File: src/inc/fpprc_pkg.sv
// Constants, register map and parity helpers for the port parity/reset slice.
// Assumes one 200 MHz clock and a single AHB-Lite master with word accesses.
// Operation
// Port B error low on any bad byte
// Four 9-bit bytes, top bit parity
// Polarity pin picks odd or even check
// Mail1 generation read forces port B flag high
// Port A mail2 reads get generated parity
// Port B reads get generated parity
// Generation uses same polarity pin
// Reset needs four edges per port clock
// Reset sets flag defaults
// Reset release latches offset selects
// Port A direction picks write or read
// Port A outputs off while direction high
// Port B direction picks write or read
// Port B outputs off while direction high
// High polarity means odd parity
// Port A error flag, forced during mail2 generation
// Port enable must be high to transfer
// Error flags are combinational
package fpprc_pkg;
  // Port word layout
  localparam int WORD_W = 36;
  localparam int BYTE_W = 9;
  localparam int NBYTES = 4;
  localparam int PAR_BIT = 8;
  // Edges of each port clock needed inside a reset
  localparam logic [2:0] RST_EDGES = 3'h4;
  // Register byte offsets
  localparam logic [3:0] OFS_STATE = 4'h0;
  localparam logic [3:0] OFS_CTRL = 4'h4;
  localparam logic [3:0] OFS_ISTAT = 4'h8;
  localparam logic [3:0] OFS_IMASK = 4'hC;
  // Field positions
  localparam int ST_DONE = 0;
  localparam int ST_OFS_LO = 1;
  localparam int ST_PEA = 3;
  localparam int ST_PEB = 4;
  localparam int CTRL_PORTS = 0;
  localparam int IRQ_PEA = 0;
  localparam int IRQ_PEB = 1;
  localparam int IRQ_RST = 2;
  localparam int IRQ_W = 3;
  // Reset values
  localparam logic CTRL_RST = 1'h1;
  localparam logic [IRQ_W-1:0] IMASK_RST = 3'h0;
  // AHB transfer types
  localparam logic [1:0] HTRANS_NONSEQ = 2'h2;
  localparam logic [1:0] HTRANS_SEQ = 2'h3;
  // Device reset sequencer states
  typedef enum logic [1:0] {FPPRC_IN_RESET, FPPRC_RUN} fpprc_rst_t;

  // Parity bit that makes a byte's data match the polarity (odd when high)
  function automatic logic fpprc_gen_bit(input logic [BYTE_W-2:0] d, input logic odd);
    fpprc_gen_bit = (^d) ^ odd;
  endfunction
endpackage

File: src/logic/fpprc_port_ctrl.sv
// Port control slice: parity check and generation, reset sequencing, direction.
// Assumes port clocks, reset and strobes are levels synchronous to hclk;
// FIFO array, flag synchronisers and mailbox registers sit outside.
//
// The address map and the AHB-Lite slave port were decided locally.
`timescale 1ns/1ps
`default_nettype none
module fpprc_port_ctrl
  import fpprc_pkg::*;
(
  // System clock and bus reset
  input wire logic hclk,
  input wire logic hresetn,
  // AHB-Lite slave
  input wire logic hsel,
  input wire logic [31:0] haddr,
  input wire logic [1:0] htrans,
  input wire logic hwrite,
  input wire logic [2:0] hsize,
  input wire logic [31:0] hwdata,
  input wire logic hready,
  output logic hreadyout,
  output logic hresp,
  output logic [31:0] hrdata,
  output logic irq,
  // Device pins, shared
  input wire logic dev_rst_n,
  input wire logic odd_even,
  input wire logic offset_sel_lo,
  input wire logic offset_sel_hi,
  // Port A pins
  input wire logic porta_clk,
  input wire logic porta_select_n,
  input wire logic porta_en,
  input wire logic porta_dir,
  input wire logic porta_mailbox_sel,
  input wire logic porta_parity_gen_en,
  input wire logic [WORD_W-1:0] porta_din,
  output logic [WORD_W-1:0] porta_dout,
  output logic porta_oe,
  output logic porta_parity_error_n,
  // Port B pins
  input wire logic portb_clk,
  input wire logic portb_select_n,
  input wire logic portb_en,
  input wire logic portb_dir,
  input wire logic portb_mailbox_sel,
  input wire logic portb_parity_gen_en,
  input wire logic [WORD_W-1:0] portb_din,
  output logic [WORD_W-1:0] portb_dout,
  output logic portb_oe,
  output logic portb_parity_error_n,
  // Core side: flags from the synchronisers
  input wire logic almost_full_in_n,
  input wire logic almost_empty_in_n,
  input wire logic empty_in_n,
  input wire logic full_in_n,
  input wire logic mail1_full_in_n,
  input wire logic mail2_full_in_n,
  // Core side: read data sources
  input wire logic [WORD_W-1:0] fifo_rdata,
  input wire logic [WORD_W-1:0] mail1_rdata,
  input wire logic [WORD_W-1:0] mail2_rdata,
  // Core side: transfer strobes and offset choice
  output logic porta_wr,
  output logic porta_rd,
  output logic portb_wr,
  output logic portb_rd,
  output logic [1:0] flag_offset_sel,
  output logic dev_in_reset,
  // Flag pins
  output logic almost_full_n,
  output logic almost_empty_n,
  output logic empty_n,
  output logic full_n,
  output logic mail1_full_n,
  output logic mail2_full_n
);
  // Port clock edge detection
  logic porta_clk_q, portb_clk_q; // Last sampled clock levels
  logic dev_rst_q; // Last sampled reset pin
  wire logic a_rise = porta_clk & ~porta_clk_q;
  wire logic b_rise = portb_clk & ~portb_clk_q;
  wire logic rst_rise = dev_rst_n & ~dev_rst_q;

  // Reset sequencer
  fpprc_rst_t rst_state_q; // Device held in reset or running
  logic [2:0] a_cnt_q, b_cnt_q; // Port clock edges seen during reset
  logic [1:0] offset_q; // Latched offset selects
  logic ctrl_ports_q; // Software gate on port transfers

  // Parity trees
  logic a_fail, b_fail; // Any byte bad on the pins
  logic [WORD_W-1:0] a_gen, b_gen; // Data with generated parity

  // Bus and interrupt state
  logic [IRQ_W-1:0] istat_q, imask_q;
  logic wr_pend_q; // Write data phase pending
  logic [3:0] wr_ofs_q; // Offset of pending write
  logic [WORD_W-1:0] porta_dout_q, portb_dout_q;
  logic [31:0] hrdata_q;
  logic pea_q, peb_q; // Last flag levels, for fall events
  logic done_evt; // Reset sequence finished this cycle

  // Port A and port B trees share the polarity pin
  fpprc_parity_tree u_tree_a (
    .data(porta_dout_q),
    .odd(odd_even),
    .fail_any(),
    .gen_word(a_gen)
  );
  fpprc_parity_tree u_tree_b (
    .data(portb_dout_q),
    .odd(odd_even),
    .fail_any(),
    .gen_word(b_gen)
  );
  fpprc_parity_tree u_chk_a (
    .data(porta_din),
    .odd(odd_even),
    .fail_any(a_fail),
    .gen_word()
  );
  fpprc_parity_tree u_chk_b (
    .data(portb_din),
    .odd(odd_even),
    .fail_any(b_fail),
    .gen_word()
  );

  // Transfer qualification
  wire logic running = (rst_state_q == FPPRC_RUN) & dev_rst_n;
  wire logic a_act = ~porta_select_n & porta_en;
  wire logic b_act = ~portb_select_n & portb_en;
  wire logic a_go = a_rise & a_act & running & ctrl_ports_q;
  wire logic b_go = b_rise & b_act & running & ctrl_ports_q;
  // Mailbox reads with generation set up
  wire logic a_m2_gen = a_act & ~porta_dir & porta_mailbox_sel & porta_parity_gen_en;
  wire logic b_m1_gen = b_act & ~portb_dir & portb_mailbox_sel & portb_parity_gen_en;
  // Port B source: mail1 when mailbox selected, FIFO otherwise
  wire logic [WORD_W-1:0] portb_sel_data = portb_mailbox_sel ? mail1_rdata : fifo_rdata;
  wire logic [WORD_W-1:0] porta_sel_data = porta_mailbox_sel ? mail2_rdata : '0;

  // Strobes to the core, one hclk per enabled port clock edge
  assign porta_wr = a_go & porta_dir;
  assign porta_rd = a_go & ~porta_dir;
  assign portb_wr = b_go & portb_dir;
  assign portb_rd = b_go & ~portb_dir;

  // Output enables; drive only while reading
  assign porta_oe = ~porta_select_n & ~porta_dir;
  assign portb_oe = ~portb_select_n & ~portb_dir;

  // Error flags: combinational, forced high during mailbox reads with generation
  assign porta_parity_error_n = a_m2_gen | ~a_fail;
  assign portb_parity_error_n = b_m1_gen | ~b_fail;

  // Generated parity applied to the driven word while enabled; port A also needs its mailbox selected
  assign porta_dout = porta_parity_gen_en & porta_mailbox_sel ? a_gen : porta_dout_q;
  assign portb_dout = portb_parity_gen_en ? b_gen : portb_dout_q;

  // Flag pins take reset defaults while the device is in reset
  assign dev_in_reset = ~running;
  assign almost_full_n = running ? almost_full_in_n : 1'b1;
  assign mail1_full_n = running ? mail1_full_in_n : 1'b1;
  assign mail2_full_n = running ? mail2_full_in_n : 1'b1;
  assign almost_empty_n = running & almost_empty_in_n;
  assign empty_n = running & empty_in_n;
  assign full_n = running & full_in_n;
  assign flag_offset_sel = offset_q;

  // Edge detectors
  always_ff @(posedge hclk or negedge hresetn)
  begin
    if (!hresetn)
    begin
      // Start high so a pin that is already high never looks like a rise
      porta_clk_q <= 1'b1;
      portb_clk_q <= 1'b1;
      dev_rst_q <= 1'b1;
    end
    else
    begin
      porta_clk_q <= porta_clk;
      portb_clk_q <= portb_clk;
      dev_rst_q <= dev_rst_n;
    end
  end

  // Reset edge counters; saturate at the needed count
  always_ff @(posedge hclk or negedge hresetn)
  begin
    if (!hresetn)
    begin
      a_cnt_q <= '0;
      b_cnt_q <= '0;
    end
    else if (dev_rst_n)
    begin
      // Counts restart with every new reset pulse
      a_cnt_q <= '0;
      b_cnt_q <= '0;
    end
    else
    begin
      if (a_rise && a_cnt_q != RST_EDGES)
        a_cnt_q <= a_cnt_q + 3'h1;
      if (b_rise && b_cnt_q != RST_EDGES)
        b_cnt_q <= b_cnt_q + 3'h1;
    end
  end

  // A short reset leaves the device held until a full one arrives
  wire logic rst_complete = (a_cnt_q == RST_EDGES) & (b_cnt_q == RST_EDGES);
  assign done_evt = rst_rise & rst_complete;

  // Reset sequencer
  always_ff @(posedge hclk or negedge hresetn)
  begin
    if (!hresetn)
      rst_state_q <= FPPRC_IN_RESET;
    else
    begin
      case (rst_state_q)
        FPPRC_IN_RESET:
          if (done_evt)
            rst_state_q <= FPPRC_RUN;
        FPPRC_RUN:
          if (!dev_rst_n)
            rst_state_q <= FPPRC_IN_RESET;
        default:
          rst_state_q <= FPPRC_IN_RESET;
      endcase
    end
  end

  // Offset selects caught at the reset release
  always_ff @(posedge hclk or negedge hresetn)
  begin
    if (!hresetn)
      offset_q <= 2'h0;
    else if (rst_rise)
      offset_q <= {offset_sel_hi, offset_sel_lo};
  end

  // Read data registers, loaded on enabled read edges
  always_ff @(posedge hclk or negedge hresetn)
  begin
    if (!hresetn)
    begin
      porta_dout_q <= '0;
      portb_dout_q <= '0;
    end
    else
    begin
      if (porta_rd)
        porta_dout_q <= porta_sel_data;
      if (portb_rd)
        portb_dout_q <= portb_sel_data;
    end
  end

  // AHB decode
  wire logic ahb_req = hsel & hready & (htrans == HTRANS_NONSEQ | htrans == HTRANS_SEQ);
  wire logic [3:0] a_ofs = haddr[3:0];
  wire logic in_map = haddr[31:4] == 28'h0; // Upper address bits clear, so no aliasing
  wire logic [31:0] state_word = {27'h0, ~peb_q, ~pea_q, offset_q, running};
  wire logic [31:0] rd_mux =
    !in_map ? 32'h0 :
    a_ofs == OFS_STATE ? state_word :
    a_ofs == OFS_CTRL ? {31'h0, ctrl_ports_q} :
    a_ofs == OFS_ISTAT ? {29'h0, istat_q} :
    a_ofs == OFS_IMASK ? {29'h0, imask_q} : 32'h0;
  wire logic wr_ctrl = wr_pend_q & (wr_ofs_q == OFS_CTRL);
  wire logic wr_istat = wr_pend_q & (wr_ofs_q == OFS_ISTAT);
  wire logic wr_imask = wr_pend_q & (wr_ofs_q == OFS_IMASK);

  // Zero-wait slave, always OKAY
  assign hreadyout = 1'b1;
  assign hresp = 1'b0;
  assign hrdata = hrdata_q;

  // Address phase capture; read data is ready for the data phase
  always_ff @(posedge hclk or negedge hresetn)
  begin
    if (!hresetn)
    begin
      wr_pend_q <= 1'b0;
      wr_ofs_q <= 4'h0;
      hrdata_q <= 32'h0;
    end
    else
    begin
      wr_pend_q <= ahb_req & hwrite & in_map;
      wr_ofs_q <= a_ofs;
      if (ahb_req && !hwrite)
        hrdata_q <= rd_mux;
    end
  end

  // Control and mask registers
  always_ff @(posedge hclk or negedge hresetn)
  begin
    if (!hresetn)
    begin
      ctrl_ports_q <= CTRL_RST;
      imask_q <= IMASK_RST;
    end
    else
    begin
      if (wr_ctrl)
        ctrl_ports_q <= hwdata[CTRL_PORTS];
      if (wr_imask)
        imask_q <= hwdata[IRQ_W-1:0];
    end
  end

  // Flag history for fall events
  always_ff @(posedge hclk or negedge hresetn)
  begin
    if (!hresetn)
    begin
      pea_q <= 1'b1;
      peb_q <= 1'b1;
    end
    else
    begin
      pea_q <= porta_parity_error_n;
      peb_q <= portb_parity_error_n;
    end
  end

  // Sticky events; a new event wins over a same-cycle clear
  wire logic [IRQ_W-1:0] evt = {done_evt, peb_q & ~portb_parity_error_n,
                               pea_q & ~porta_parity_error_n};
  wire logic [IRQ_W-1:0] clr = wr_istat ? hwdata[IRQ_W-1:0] : '0;
  always_ff @(posedge hclk or negedge hresetn)
  begin
    if (!hresetn)
      istat_q <= '0;
    else
      istat_q <= (istat_q & ~clr) | evt;
  end

  // Level interrupt from unmasked sticky bits
  assign irq = |(istat_q & imask_q);

  // Checks
  a_flag_defaults: assert property (@(posedge hclk) disable iff (!hresetn)
    !running |-> almost_full_n && mail1_full_n && mail2_full_n && !empty_n && !full_n && !almost_empty_n)
    else $error("flags not at reset defaults");
  a_portb_parity_error_n_forced: assert property (@(posedge hclk) disable iff (!hresetn)
    b_m1_gen |-> portb_parity_error_n)
    else $error("port B error flag not forced high");
  a_portb_parity_error_n_fail: assert property (@(posedge hclk) disable iff (!hresetn)
    (!b_m1_gen && (^portb_din[8:0] != odd_even)) |-> !portb_parity_error_n)
    else $error("port B bad byte not flagged");
  a_porta_parity_error_n_fail: assert property (@(posedge hclk) disable iff (!hresetn)
    (!a_m2_gen && (^porta_din[8:0] != odd_even)) |-> !porta_parity_error_n)
    else $error("port A bad byte not flagged");
  a_a_hiz: assert property (@(posedge hclk) disable iff (!hresetn)
    porta_dir |-> !porta_oe)
    else $error("port A driven while writing");
  a_b_hiz: assert property (@(posedge hclk) disable iff (!hresetn)
    portb_dir |-> !portb_oe)
    else $error("port B driven while writing");
  a_b_rd_data: assert property (@(posedge hclk) disable iff (!hresetn)
    portb_rd && !portb_mailbox_sel ##1 !portb_parity_gen_en |-> portb_dout == $past(fifo_rdata))
    else $error("port B read data wrong");
  a_offset_latch: assert property (@(posedge hclk) disable iff (!hresetn)
    rst_rise |=> flag_offset_sel == $past({offset_sel_hi, offset_sel_lo}))
    else $error("offset selects not latched");
  a_a_strobe: assert property (@(posedge hclk) disable iff (!hresetn)
    porta_wr |-> porta_dir && a_rise && porta_en && !porta_select_n)
    else $error("port A write without enabled edge");
  a_b_gen_bit: assert property (@(posedge hclk) disable iff (!hresetn)
    portb_parity_gen_en |-> ^portb_dout[8:0] == odd_even)
    else $error("port B generated parity wrong");
  a_irq_sticky: assert property (@(posedge hclk) disable iff (!hresetn)
    evt[IRQ_PEB] |=> istat_q[IRQ_PEB])
    else $error("port B error event lost");
  c_reset_done: cover property (@(posedge hclk) disable iff (!hresetn) done_evt);
  c_mail1_gen: cover property (@(posedge hclk) disable iff (!hresetn) portb_rd && b_m1_gen);
  c_a_write: cover property (@(posedge hclk) disable iff (!hresetn) porta_wr);
  c_irq: cover property (@(posedge hclk) disable iff (!hresetn) irq);
endmodule
`default_nettype wire

File: src/logic/fpprc_parity_tree.sv
// Shared parity tree: checks a 36-bit port word and builds its parity-filled copy.
// Assumes the polarity input is a level sampled with the port data.
`timescale 1ns/1ps
`default_nettype none
module fpprc_parity_tree
  import fpprc_pkg::*;
(
  // Word and polarity
  input wire logic [WORD_W-1:0] data,
  input wire logic odd,
  // Results
  output logic fail_any,
  output logic [WORD_W-1:0] gen_word
);
  logic [NBYTES-1:0] fail; // Per-byte check failure

  // One tree per byte; the top bit of each byte is its parity
  for (genvar i = 0; i < NBYTES; i++)
  begin : g_byte
    wire logic [BYTE_W-1:0] b = data[i*BYTE_W +: BYTE_W];
    // Odd check passes when the nine bits hold an odd count of ones
    assign fail[i] = (^b) != odd;
    assign gen_word[i*BYTE_W +: PAR_BIT] = b[PAR_BIT-1:0];
    assign gen_word[i*BYTE_W+PAR_BIT] = fpprc_gen_bit(b[PAR_BIT-1:0], odd);
  end

  assign fail_any = |fail;
endmodule
`default_nettype wire

File: config.mk
export PLATFORM = sky130hd
export DESIGN_NAME = fpprc_port_ctrl
export DESIGN_NICKNAME = d
export VERILOG_FILES = /design/src/inc/fpprc_pkg.sv /design/src/logic/fpprc_port_ctrl.sv /design/src/logic/fpprc_parity_tree.sv
export SDC_FILE = /design/constraint.sdc
export NUM_CORES = 1
export LEC_CHECK = 0
export BUFFER_PORTS_ARGS = -buffer_cell sky130_fd_sc_hd__buf_2
export CORE_AREA = 5 5 154 156
export CTS_CLUSTER_SIZE = 25
export DETAILED_ROUTE_END_ITERATION = 7
export DIE_AREA = 0 0 159 161
export PLACE_DENSITY = 0.71
export SYNTH_ARGS = -nofsm -noshare
export SYNTH_HDL_FRONTEND = slang
export SYNTH_SLANG_ARGS = --single-unit
File: constraint.sdc
create_clock -name hclk -period 2.8 [get_ports hclk]
set_clock_uncertainty 0.1 [all_clocks]
set_input_delay 0.84 -clock hclk [delete_from_list [all_inputs] [get_ports hclk]]
set_output_delay 0.84 -clock hclk [all_outputs]
set_load 0.05 [all_outputs]
# Word-level counts from Yosys, hierarchy flattened
# Index checks and enable logic that the tools add are counted.
# classes
add_sub_neg	2
mul	0
div	0
magnitude_cmp	0
n_eq_ne	23
n_shift	0
mux	20
bitwise_logic	68
n_reduce_logical	29
# op_table
op	count
$mux W36	4
$reduce_xor A9 Y1	8
$reduce_xor A8 Y1	8
$and A1 B1 Y1	39
$logic_not A28 Y1	1
$mux W3	8
$eq A4 B4 Y1 const B	4
$not A1 Y1	14
$mux W5	2
$eq A4 B3 Y1 const B	2
$ne A1 B1 Y1	8
$reduce_or A4 Y1	2
$xor A1 B1 Y1	8
$add A3 B1 Y3 const B	2
$and A3 B3 Y3	2
$eq A3 B3 Y1 const B	2
$ne A3 B3 Y1 const B	2
$eq A2 B2 Y1 const B	2
$logic_not A4 Y1	1
$mux W2	2
$ne A2 B2 Y1 const B	2
$pmux W2 S2	1
$reduce_bool A2 Y1	2
$logic_and A1 B1 Y1	3
9 further kinds	13
# word_totals
regBits	131
latch_bits	0
ramBits	0
rom_bits	0
output_inout_bits	124
memories	0

# Depth between registers and ports, before layout
# Gate-level depths: netlist (run 1).
# depth
ltp_word	9
ltp_mapped	8
depth_no_buf	6

# Cells and area by module
# Synthesis (run 1) repeated with hierarchy kept, for this count alone.
# unflattened
hier_cells	847
area_unflattened_um2	8316.7
# modules_own_cells
mod	n_inst	cells_each	area_per_inst_um2
fpprc_port_ctrl	1	567	5774.3
fpprc_parity_tree	4	70	635.6

# Worst setup path after synthesis (run 1)
# No wires, ideal clock.
# synth_timing
kind	input -> output
from	input porta_mailbox_sel
to	output porta_dout[17]
arrival_time_ns	2.404
slack_ns	-0.544
cell_stages	3
n_path_buf	1
path_cell_list	clkbuf_1 -> nand2_1 -> o21ai_0
# synth_between
elab_chain_cells	2
# synth_lines
item	line	rtl
from (decl)	fpprc_port_ctrl.sv:36	input wire logic porta_mailbox_sel,
$and A1 B1 Y1	fpprc_port_ctrl.sv:159	assign porta_dout = porta_parity_gen_en & porta_mailbox_sel ? a_gen : porta_dout_q;
$mux W36	fpprc_port_ctrl.sv:159	
to (decl)	fpprc_port_ctrl.sv:39	output logic [WORD_W-1:0] porta_dout,
# Every way passes these cells.

# Worst setup path in the final report (run 1)
# layout_timing
from	input porta_din[22]
to	output porta_parity_error_n
# layout_between
elab_chain_cells	5
# layout_lines
item	line	rtl
from (decl)	fpprc_port_ctrl.sv:38	input wire logic [WORD_W-1:0] porta_din,
$reduce_xor A9 Y1	fpprc_parity_tree.sv:22	assign fail[i] = (^b) != odd;
$ne A1 B1 Y1	fpprc_parity_tree.sv:22	
$reduce_or A4 Y1	fpprc_parity_tree.sv:27	assign fail_any = |fail;
$not A1 Y1	fpprc_port_ctrl.sv:155	assign porta_parity_error_n = a_m2_gen | ~a_fail;
$or A1 B1 Y1	fpprc_port_ctrl.sv:155	
to (decl)	fpprc_port_ctrl.sv:41	output logic porta_parity_error_n,
# Every way passes these cells.

==> run_results.csv, run 1 <==
group,metric,value,unit
clocking,clock_path_buffers,2,
route,avgViaCountPerCell,4.36,
placed_design,portBuffers,337,
global_routing,grt_usage,14.7,%
clocking,cts_tree,"yes",
route,wl_per_cell,15.5,um
clocking,clkLatencyLatePin,0.34,ns
status,status,"finished with violations",
flow_run,max_cap_violations,0,
floorplan,fp.dieH,161,um
worst_setup_path,crit_path_end_kind,"output pin",
layout,drive_gt1_share,46.4,%
worst_setup_path,worst_setup_path_start_kind,"input pin",
yosys,synthXorXnorAreaFrac,18.7,%
global_routing,grt_pass1_vias,5841,
yosys,synth_compound_area_share,4.95,%
worst_hold_path,min_path_type,"in -> async",
status,violations,"negative setup slack",
floorplan,dieWidth,159,um
clocking,cts_buffers,9,
yosys,syn_area,6500,um2
timing,fin_setup_tns,-1.00,ns
placed_design,post-place-ws,-0.708,ns
timing,setup_ws,-0.534,ns
clocking,cts_root_buf,"clkbuf_16",
power_and_ir_drop,leakage,4.83,nW
worst_setup_path,worstReg2RegEnd,"portb_dout_q[3]$_DFFE_PN0P_",
timing,rsz0062_at_grt,"true",
yosys,synth_top_area_share,37.3,%
power_and_ir_drop,ir_drop,0.245,mV
clocking,htree_levels,3,
yosys,yosys.area.top_type,"dfrtp_1",
yosys,synthTopCellsByArea,"dfrtp_1 37%, xnor2_1 12%, buf_4 11%",
worst_setup_path,ff2ff_path_depth,8,
yosys,synth-seq-cells,103,
route,drt_iter0_drc,242,
global_routing,grt_overflow,0,
yosys,synth-seq-area-share,39.8,%
global_routing,antenna_found_initial,0,
worst_setup_path,cp.required,1.86,ns
global_routing,grt_max_degree,50,
floorplan,dieArea,25600,um2
power_and_ir_drop,cellPowerDensity,414,nW/um2
clocking,cts-hold-fix-buffers,0,
yosys,synth_adder_area_share,0.770,%
floorplan,fp.coreArea,22200,um2
floorplan,placement_rows,55,
layout,n_antenna_cell,0,
placed_design,gp_congestion,0.892,
timing,finalCritPeriodShare,119,%
worst_setup_path,reg2reg_setup_slack,0.80,ns
yosys,synth-edff-count,0,
yosys,synth_ff_type,"dfrtp_1",
timing,finalHoldViolCount,0,
route,vias,5536,
placed_design,hpwl,16100,um
yosys,synthArstFlopShare,100,%
route,drc,0,
yosys,yosys.area_share.simple,15.1,%
yosys,avgSynthCellArea,9.53,um2
layout,nets,1260,
timing,relSlewSlack,58.5,%
timing,clock.fmax,300,MHz
route,wl,19700,um
clocking,cts.sinks,103,
clocking,clkTransAtPathRegs,0.07,ns
worst_setup_path,worstPathArrival,2.39,ns
layout,area_delta_synth_final,36.8,%
worst_setup_path,critPathKind,"in -> out",
layout,n_fill_cell,2214,
worst_setup_path,critPathMaxFanout,2,
yosys,synthMuxAreaShare,7.97,%
timing,setup_violations,2,
global_routing,grt_pass1_wl,30500,um
route,dr.pass1.iters,4,
yosys,synth_cells,682,
layout,seq_area,2590,um2
yosys,yosys_warnings,0,
timing,finalCriticalPeriod,3.33,ns
floorplan,start_util,29.3,%
floorplan,boundaryPins,400,
yosys,synth_cell_type_count,40,
layout,multi_input_area,3490,um2
timing,tightestPinTransition,0.623,ns
timing,drv_slew,0,
worst_setup_path,r2r_start,"ctrl_ports_q$_DFFE_PN1P_",
route,antenna_left,0,
yosys,synth_top_family_by_area,"XOR/XNOR gates",
state kept, by name, summed over array words and instances (netlist names), 2 cells and up:
signal           cells
istat_q              3
a_cnt_q              3
portb_dout_q        36
wr_ofs_q             4
porta_dout_q        36
b_cnt_q              3
imask_q              3
hrdata               5
flag_offset_sel      2
worst max path at each step:
| stage | from | to | cells past startpoint |
|---|---|---|---|
| 2_1_floorplan | porta_din[5] | porta_parity_error_n | 6 |
| 4_1_cts | porta_din[29] | porta_parity_error_n | 8 |
| 3_5_place_dp | porta_din[29] | porta_parity_error_n | 8 |
| 3_3_place_gp | porta_din[20] | porta_parity_error_n | 8 |
| 5_1_grt | porta_din[2] | porta_parity_error_n | 8 |
| 6_report | porta_din[22] | porta_parity_error_n | 8 |
stage by stage:
stage	power (W)	hold WS [ns]	cells	util (%)	cell area [um2]
floorplan	0.00209	0.339	709	-	6710
global placement	0.00238	0.350	1243	36.7	8160
detailed placement	0.00239	0.355	1243	36.7	8160
CTS	0.00370	0.342	1265	38.9	8640
global route	0.00387	0.360	1270	40.0	8900
finish	0.00368	0.338	1270	40.0	8900
cell usage after synthesis, types with 3 or more instances:
library cell  number
dfstp_2            6
mux2i_1           36
nor2b_1            3
clkbuf_1          18
nand2_1           89
mux2_2            12
a21oi_1           38
buf_4             93
nor3b_1            3
nor2_1            46
xnor2_2            3
and3_1             5
a22o_1             5
ha_1               4
nand2b_1           4
buf_2              5
xnor2_1           86
xor2_1            29
xnor3_1            7
nand3_1           48
dfrtp_1           97
o21ai_0            5
nand4_1            6
nor4_1             7
inv_1              6
cell usage in the layout, fill, tap and decap left out, drive strengths merged, types with 3 or more instances in the layout:
cell / Yosys / final
buf: 98 / 376
dfrtp: 97 / 97
nand2: 89 / 89
xnor2: 89 / 89
nand3: 48 / 48
nor2: 46 / 46
a21oi: 38 / 38
mux2i: 36 / 36
xor2: 29 / 29
conb: 2 / 29
mux2: 12 / 12
clkbuf: 19 / 11
inv: 7 / 9
xnor3: 7 / 7
nor4: 7 / 7
o21ai: 7 / 7
nand4: 6 / 6
dfstp: 6 / 6
and3: 5 / 5
a22o: 5 / 5
nand2b: 4 / 4
ha: 4 / 4
nor3: 3 / 3
nor3b: 3 / 3
nor2b: 3 / 3
report_power, final:
part           internal, W  switching [W]  leakage, nW
logic             0.000426       0.000470         3.31
clock network     0.000641       0.000606        0.137
registers          0.00152      0.0000191         1.38
total              0.00259        0.00110         4.83
kinds of logic (layout without fill, tap and decap cells):
| logic type | Yosys count | after routing |
|---|---|---|
| adders and majority gates | 4 | 4 |
| and+or+nand+nor | 219 | 219 |
| muxes | 49 | 49 |
| buffers and inverters | 124 | 400 |
| DFF | 103 | 103 |
| xor gates and xnor gates | 125 | 125 |
| other | 2 | 29 |
| AOI/OAI and AO/OA | 56 | 56 |
area by class of cell:
| class | count | area share (%) |
|---|---|---|
| Clock buffer | 10 | 2.69 |
| Clock inverter | 6 | 0.591 |
| Inverter | 7 | 0.323 |
| Multi-Input combinational cell | 482 | 39.3 |
| Sequential cell | 103 | 29.1 |
| Tap cell | 285 | 4.01 |
| Timing Repair Buffer | 377 | 24.1 |
critical path, cell delays in order:
cell     delay [ns]
buf_2          0.10
xnor2_1        0.28
xnor3_1        0.31
xnor2_2        0.15
nand3_1        0.10
or3_4          0.35
nand3_4        0.09
buf_8          0.15
timing repair:
| item | in CTS | in global routing |
|---|---|---|
| setup endpoints to repair | 12 | 12 |
| pin swaps | 5 | 17 |
| hold endpoints to repair | 0 | 0 |
| gates resized for setup | 35 | 39 |
| buffers inserted | 6 | 5 |
layer usage:
metal,track usage (%),part of all wire (%)
met2,25.6,51
met4,4.69,2.1
met5,0,0
met1,18.4,41
met3,3.16,5.7
Note: power is estimated with default switching activity, not from simulation.
==> run 2: changes to the inputs <==
--- a/config.mk
+++ b/config.mk
@@ -6,10 +6,10 @@
 export NUM_CORES = 1
 export LEC_CHECK = 0
 export BUFFER_PORTS_ARGS = -buffer_cell sky130_fd_sc_hd__buf_2
-export CORE_AREA = 5 5 154 156
+export CORE_AREA = 5 5 153 155
 export CTS_CLUSTER_SIZE = 25
 export DETAILED_ROUTE_END_ITERATION = 7
-export DIE_AREA = 0 0 159 161
+export DIE_AREA = 0 0 158 160
 export PLACE_DENSITY = 0.71
 export SYNTH_ARGS = -nofsm -noshare
 export SYNTH_HDL_FRONTEND = slang
==> run 2 against run 1 <==
The run still ends with negative setup slack left. First-iteration DRC count decreased by 2.9%. Power up 1.6%. Non-clock buffer count is 3 lower. Final area is 0.24% higher. Worst hold slack improved by 0.041 ns. Maximum frequency shrank 0.88%. Final cell count down 0.63%. Core utilization increased by 1.1 points. Setup slack got worse by 0.030 ns. Global-route usage is 0.15 points lower. Clock power grew 6%. Largest cell class unchanged.
==> run_results.csv, run 2 (same netlist as run 1, synthesis figures left out) <==
group,metric,value,unit
status,status,"finished with violations",
status,violations,"negative setup slack",
layout,nets,1257,
worst_setup_path,critPathKind,"in -> out",
flow_run,max_cap_violations,0,
layout,n_antenna_cell,0,
timing,setup_violations,3,
route,dr.pass1.iters,6,
worst_setup_path,slowest_delay,0.45,ns
global_routing,antenna_found_initial,0,
placed_design,gp_congestion,0.822,
timing,finalCriticalPeriod,3.36,ns
power_and_ir_drop,cellPowerDensity,420,nW/um2
layout,area_delta_synth_final,37.2,%
floorplan,placement_rows,54,
floorplan,dieWidth,158,um
route,avgViaCountPerCell,4.40,
placed_design,portBuffers,337,
global_routing,grt_max_degree,73,
worst_setup_path,crit_path_end_kind,"output pin",
floorplan,fp.coreArea,21700,um2
clocking,htree_levels,3,
clocking,cts_buffers,9,
timing,setup_ws,-0.564,ns
route,vias,5550,
placed_design,hpwl,15400,um
timing,rsz0062_at_grt,"true",
timing,drv_slew,0,
worst_setup_path,cp.required,1.86,ns
route,antenna_left,0,
timing,relSlewSlack,54.0,%
global_routing,grt_overflow,0,
layout,layoutNonFillerInstCount,1262,
layout,final_common_cell,"buf_2",
global_routing,grt_pass1_wl,29100,um
power_and_ir_drop,leakage,4.83,nW
timing,finalHoldViolCount,0,
route,wl,19600,um
clocking,clkLatencyLatePin,0.34,ns
clocking,clock_path_buffers,2,
layout,layout_common_cells,"315 x buf_2, 94 x dfrtp_1, 89 x nand2_1, 62 x xnor2_1, 46 x nand3_1",
global_routing,grt_pass1_vias,5568,
route,wl_per_cell,15.5,um
floorplan,dieArea,25300,um2
clocking,cts_tree,"yes",
worst_setup_path,cp_common_cell,"xnor2_2",
floorplan,boundaryPins,400,
clocking,cts_root_buf,"clkbuf_16",
power_and_ir_drop,ir_drop,0.311,mV
clocking,cts-hold-fix-buffers,0,
timing,tightestPinTransition,0.690,ns
worst_setup_path,critPathMaxFanout,2,
timing,clock.fmax,297,MHz
floorplan,start_util,30.0,%
placed_design,dp.cells,1233,
worst_setup_path,slowest_stage,"xnor3_1",
worst_setup_path,path_cells,"buf_2 > xnor2_2 > xnor3_1 > xnor2_2 > nand3_1 > or3_4 > nand3_4 > buf_8",
worst_setup_path,worst_setup_path_start_kind,"input pin",
layout,drive_gt1_share,46.2,%
clocking,clkTransAtPathRegs,0.08,ns
power_and_ir_drop,total_power,0.00374,W
global_routing,grt_usage,14.6,%
floorplan,fp.dieH,160,um
timing,fin_setup_tns,-0.982,ns
timing,finalCritPeriodShare,120,%
route,drt_iter0_drc,235,
clocking,cts.sinks,103,
timing,worst_hold_slack,0.378,ns
worst_hold_path,min_path_type,"in -> async",
worst_setup_path,worstPathArrival,2.42,ns
route,drc,0,
==> run 2: cell type report <==
type                       instances  area [um2]
multi-input combinational        482        3480
clock buffer                      12         256
tap                              280         350
clock inverter                     4        52.6
inverter                           7        28.8
fill                            2142       12800
timing repair buffer             374        2160
sequential                       103        2590
==> run 2: critical path, delay by kind of cell <==
| family | cells | cell delay [ns] |
|---|---|---|
| simple gates | 3 | 0.55 |
| buf+inv | 2 | 0.26 |
| xor+xnor | 3 | 0.76 |
==> run 2: worst paths after layout <==
path | startpoint | endpoint | slack (ns) | cells after the start
worst max-delay path | porta_din[31] | porta_parity_error_n | -0.56 | 8
worst min-delay path | hresetn | porta_dout_q[12]$_DFFE_PN0P_ | 0.38 | 2
worst max register to register | rst_state_q[0]$_DFFE_PN0P_ | portb_dout_q[7]$_DFFE_PN0P_ | 0.64 | 8
worst min register to register | porta_dout_q[8]$_DFFE_PN0P_ | porta_dout_q[8]$_DFFE_PN0P_ | 0.38 | 2
max in group asynchronous | hresetn | portb_dout_q[18]$_DFFE_PN0P_ | 1.71 | 2
min in group hclk | porta_dout_q[8]$_DFFE_PN0P_ | porta_dout_q[8]$_DFFE_PN0P_ | 0.38 | 2
==> run 2: report_power, final <==
part	switching (W)	total (W)	internal (W)
sequential	0.0000188	0.00154	0.00152
combinational	0.000456	0.000874	0.000419
clock	0.000582	0.00133	0.000748
total	0.00106	0.00374	0.00269
==> run 2: layer usage <==
layer,up-vias,global-route usage [%],routed length (um)
met5,-,0,0
met4,0,4.96,390
met3,23,2.33,1270
met2,197,25.6,9920
met1,2607,18.1,8000
li1,2723,-,-
==> run 2: what timing repair did <==
item                       in CTS  in global routing
setup endpoints to repair      13                 13
pin swaps                      18                 33
resized for setup              43                 32
buffers inserted                5                  8
==> run 2: per-stage QoR <==
stage	util, %	area [um2]	setup WS (ns)
3_5_place_dp	37.6	8140	-0.708
6_report	41.1	8920	-0.564
3_3_place_gp	37.6	8140	-0.674
4_1_cts	40.0	8670	-0.575
5_1_grt	41.1	8920	-0.643
2_1_floorplan	-	6710	-0.296
==> run 3: changes to the inputs <==
--- a/config.mk
+++ b/config.mk
@@ -14,3 +14,4 @@
 export SYNTH_ARGS = -nofsm -noshare
 export SYNTH_HDL_FRONTEND = slang
 export SYNTH_SLANG_ARGS = --single-unit
+export TNS_END_PERCENT = 10
==> constraint.sdc (replaced) <==
create_clock -name hclk -period 2.8 [get_ports hclk]
set_clock_uncertainty 0.1 [all_clocks]
set_input_delay 0.14 -clock hclk [delete_from_list [all_inputs] [get_ports hclk]]
set_output_delay 0.14 -clock hclk [all_outputs]
set_load 0.05 [all_outputs]
==> run 3 against run 2 <==
The run now ends clean. Non-clock buffer count is 67 higher. Global-route usage grew 0.68 points. Register-to-register slack gained 0.16 ns. Critical path depth fell by 1. Clock power fell by 12%. Largest cell class unchanged.
==> run_results.csv, run 3 (same netlist as run 1, synthesis figures left out) <==
group,metric,value,unit
layout,final_common_cell,"buf_2",
timing,worst_hold_slack,0.0174,ns
clocking,cts_root_buf,"clkbuf_16",
worst_setup_path,ff2ff_path_depth,7,
timing,rsz0062_at_grt,"false",
worst_setup_path,crit_start,"dev_rst_n",
timing,clock.fmax,391,MHz
clocking,cts_tree,"yes",
worst_setup_path,cp.depth,7,
timing,setup_violations,0,
global_routing,met2_usage,26.1,%
placed_design,portBuffers,337,
worst_setup_path,reg2reg_setup_slack,0.80,ns
clocking,htree_levels,3,
route,avgViaCountPerCell,4.43,
timing,finalHoldViolCount,0,
flow_run,max_cap_violations,0,
floorplan,dieArea,25300,um2
worst_setup_path,crit_path_end_kind,"output pin",
global_routing,use_met1,18.5,%
worst_setup_path,critPathMaxFanout,73,
timing,drv_slew,0,
worst_setup_path,worst_setup_path_start_kind,"input pin",
clocking,clkLatencyLatePin,0.34,ns
route,wl_per_cell,15.1,um
worst_setup_path,slowest_stage,"dlygate4sd3_1",
power_and_ir_drop,leakage,4.90,nW
worst_setup_path,critPathBufInv,4,
power_and_ir_drop,total_power,0.00360,W
floorplan,start_util,30.0,%
timing,tightestPinTransition,0.622,ns
worst_setup_path,cp-endpoint,"portb_rd",
worst_setup_path,slowest_delay,0.52,ns
route,drc,0,
worst_setup_path,cp.required,2.56,ns
floorplan,boundaryPins,400,
layout,nets,1324,
clocking,cts_buffers,9,
worst_setup_path,cp_common_cell,"buf_2",
worst_hold_path,min_path_type,"in -> reg",
placed_design,hpwl,15200,um
power_and_ir_drop,ir_drop,0.205,mV
global_routing,grt_pass1_vias,6029,
worst_setup_path,worstReg2RegEnd,"porta_dout_q[14]$_DFFE_PN0P_",
layout,area_delta_synth_final,41.4,%
global_routing,grt_pass1_wl,30600,um
floorplan,placement_rows,54,
worst_hold_path,hold_depth,3,
power_and_ir_drop,cellPowerDensity,392,nW/um2
worst_setup_path,worstPathArrival,2.32,ns
global_routing,grt_max_degree,74,
worst_setup_path,crit_family,"buffers and inverters",
worst_setup_path,path_cells,"dlygate4sd3_1 > buf_2 > and2_2 > nand4_1 > nor3_4 > buf_12 > buf_2",
global_routing,grt.busiest_layer,"met2",
worst_setup_path,critPathKind,"in -> out",
global_routing,antenna_found_initial,1,
timing,finalCriticalPeriod,2.56,ns
route,drt_iter0_drc,258,
route,dr.pass1.iters,5,
route,vias,5888,
global_routing,grt_overflow,0,
worst_setup_path,r2r_start,"rst_state_q[0]$_DFFE_PN0P_",
timing,fin_setup_tns,0,ns
layout,layout_common_cells,"336 x buf_2, 97 x dfrtp_1, 97 x dlygate4sd3_1, 89 x nand2_1, 86 x xnor2_1",
route,wl,20100,um
clocking,clock_path_buffers,2,
route,antenna_left,0,
global_routing,gr-usage-met3,3.06,%
timing,relSlewSlack,58.0,%
layout,drive_gt1_share,36.5,%
global_routing,grt_usage,15.3,%
placed_design,gp_congestion,0.848,
clocking,cts_setup_buffers,0,
floorplan,dieWidth,158,um
clocking,cts.sinks,103,
clocking,clkTransAtPathRegs,0.07,ns
floorplan,fp.coreArea,21700,um2
floorplan,fp.dieH,160,um
timing,finalCritPeriodShare,91.3,%
status,status,"complete, no violations",
layout,final_core_util,42.4,%
==> run 3: how the worst min path moves through the flow <==
| stage | startpoint | to | slack [ns] |
|---|---|---|---|
| finish | fifo_rdata[26] | portb_dout_q[26]$_DFFE_PN0P_ | 0.02 |
| global route | mail1_rdata[32] | portb_dout_q[32]$_DFFE_PN0P_ | 0.02 |
| CTS | fifo_rdata[26] | portb_dout_q[26]$_DFFE_PN0P_ | 0.001 |
| detailed placement | hresetn | porta_dout_q[30]$_DFFE_PN0P_ | -0.006 |
| global placement | hresetn | porta_dout_q[30]$_DFFE_PN0P_ | -0.008 |
| floorplan | hresetn | a_cnt_q[0]$_DFFE_PN0P_ | -0.26 |
==> run 3: repair_timing <==
action,in CTS,in global routing
hold endpoints to repair,111,0
gates resized for setup,0,2
endpoints found under the setup margin,0,2
hold buffers,97,0
==> run 3: final cells by class <==
type | count | area, um2
Timing Repair Buffer | 441 | 2760
Fill cell | 2063 | 12500
Sequential cell | 103 | 2580
Tap cell | 280 | 350
Inverter | 7 | 27.5
Clock buffer | 10 | 229
Multi-Input combinational cell | 482 | 3200
Clock inverter | 5 | 35.0
Antenna cell | 1 | 2.50
==> run 3: layer usage <==
metal | up-vias | routed length (um)
met3 | 48 | 1700
met1 | 2711 | 7640
met5 | - | 0
li1 | 2861 | -
met2 | 268 | 10000
met4 | 0 | 679
==> run 3: power by group <==
group	internal [W]	leakage (nW)	switching, W
combinational	0.000438	3.39	0.000459
sequential	0.00152	1.39	0.0000186
clock	0.000601	0.129	0.000565
total	0.00256	4.90	0.00104
==> run 3: per-stage QoR <==
stage | setup WS [ns] | area [um2] | std cells
floorplan | 0.528 | 6600 | 709
global placement | 0.535 | 7950 | 1216
detailed placement | 0.505 | 7950 | 1216
CTS | 0.0817 | 9190 | 1328
global route | 0.112 | 9190 | 1329
finish | 0.245 | 9190 | 1329
==> run 3: worst min-delay path, cell delays in order <==
cell	delay, ns
buf_2	0.08
mux2i_1	0.06
a21oi_1	0.14
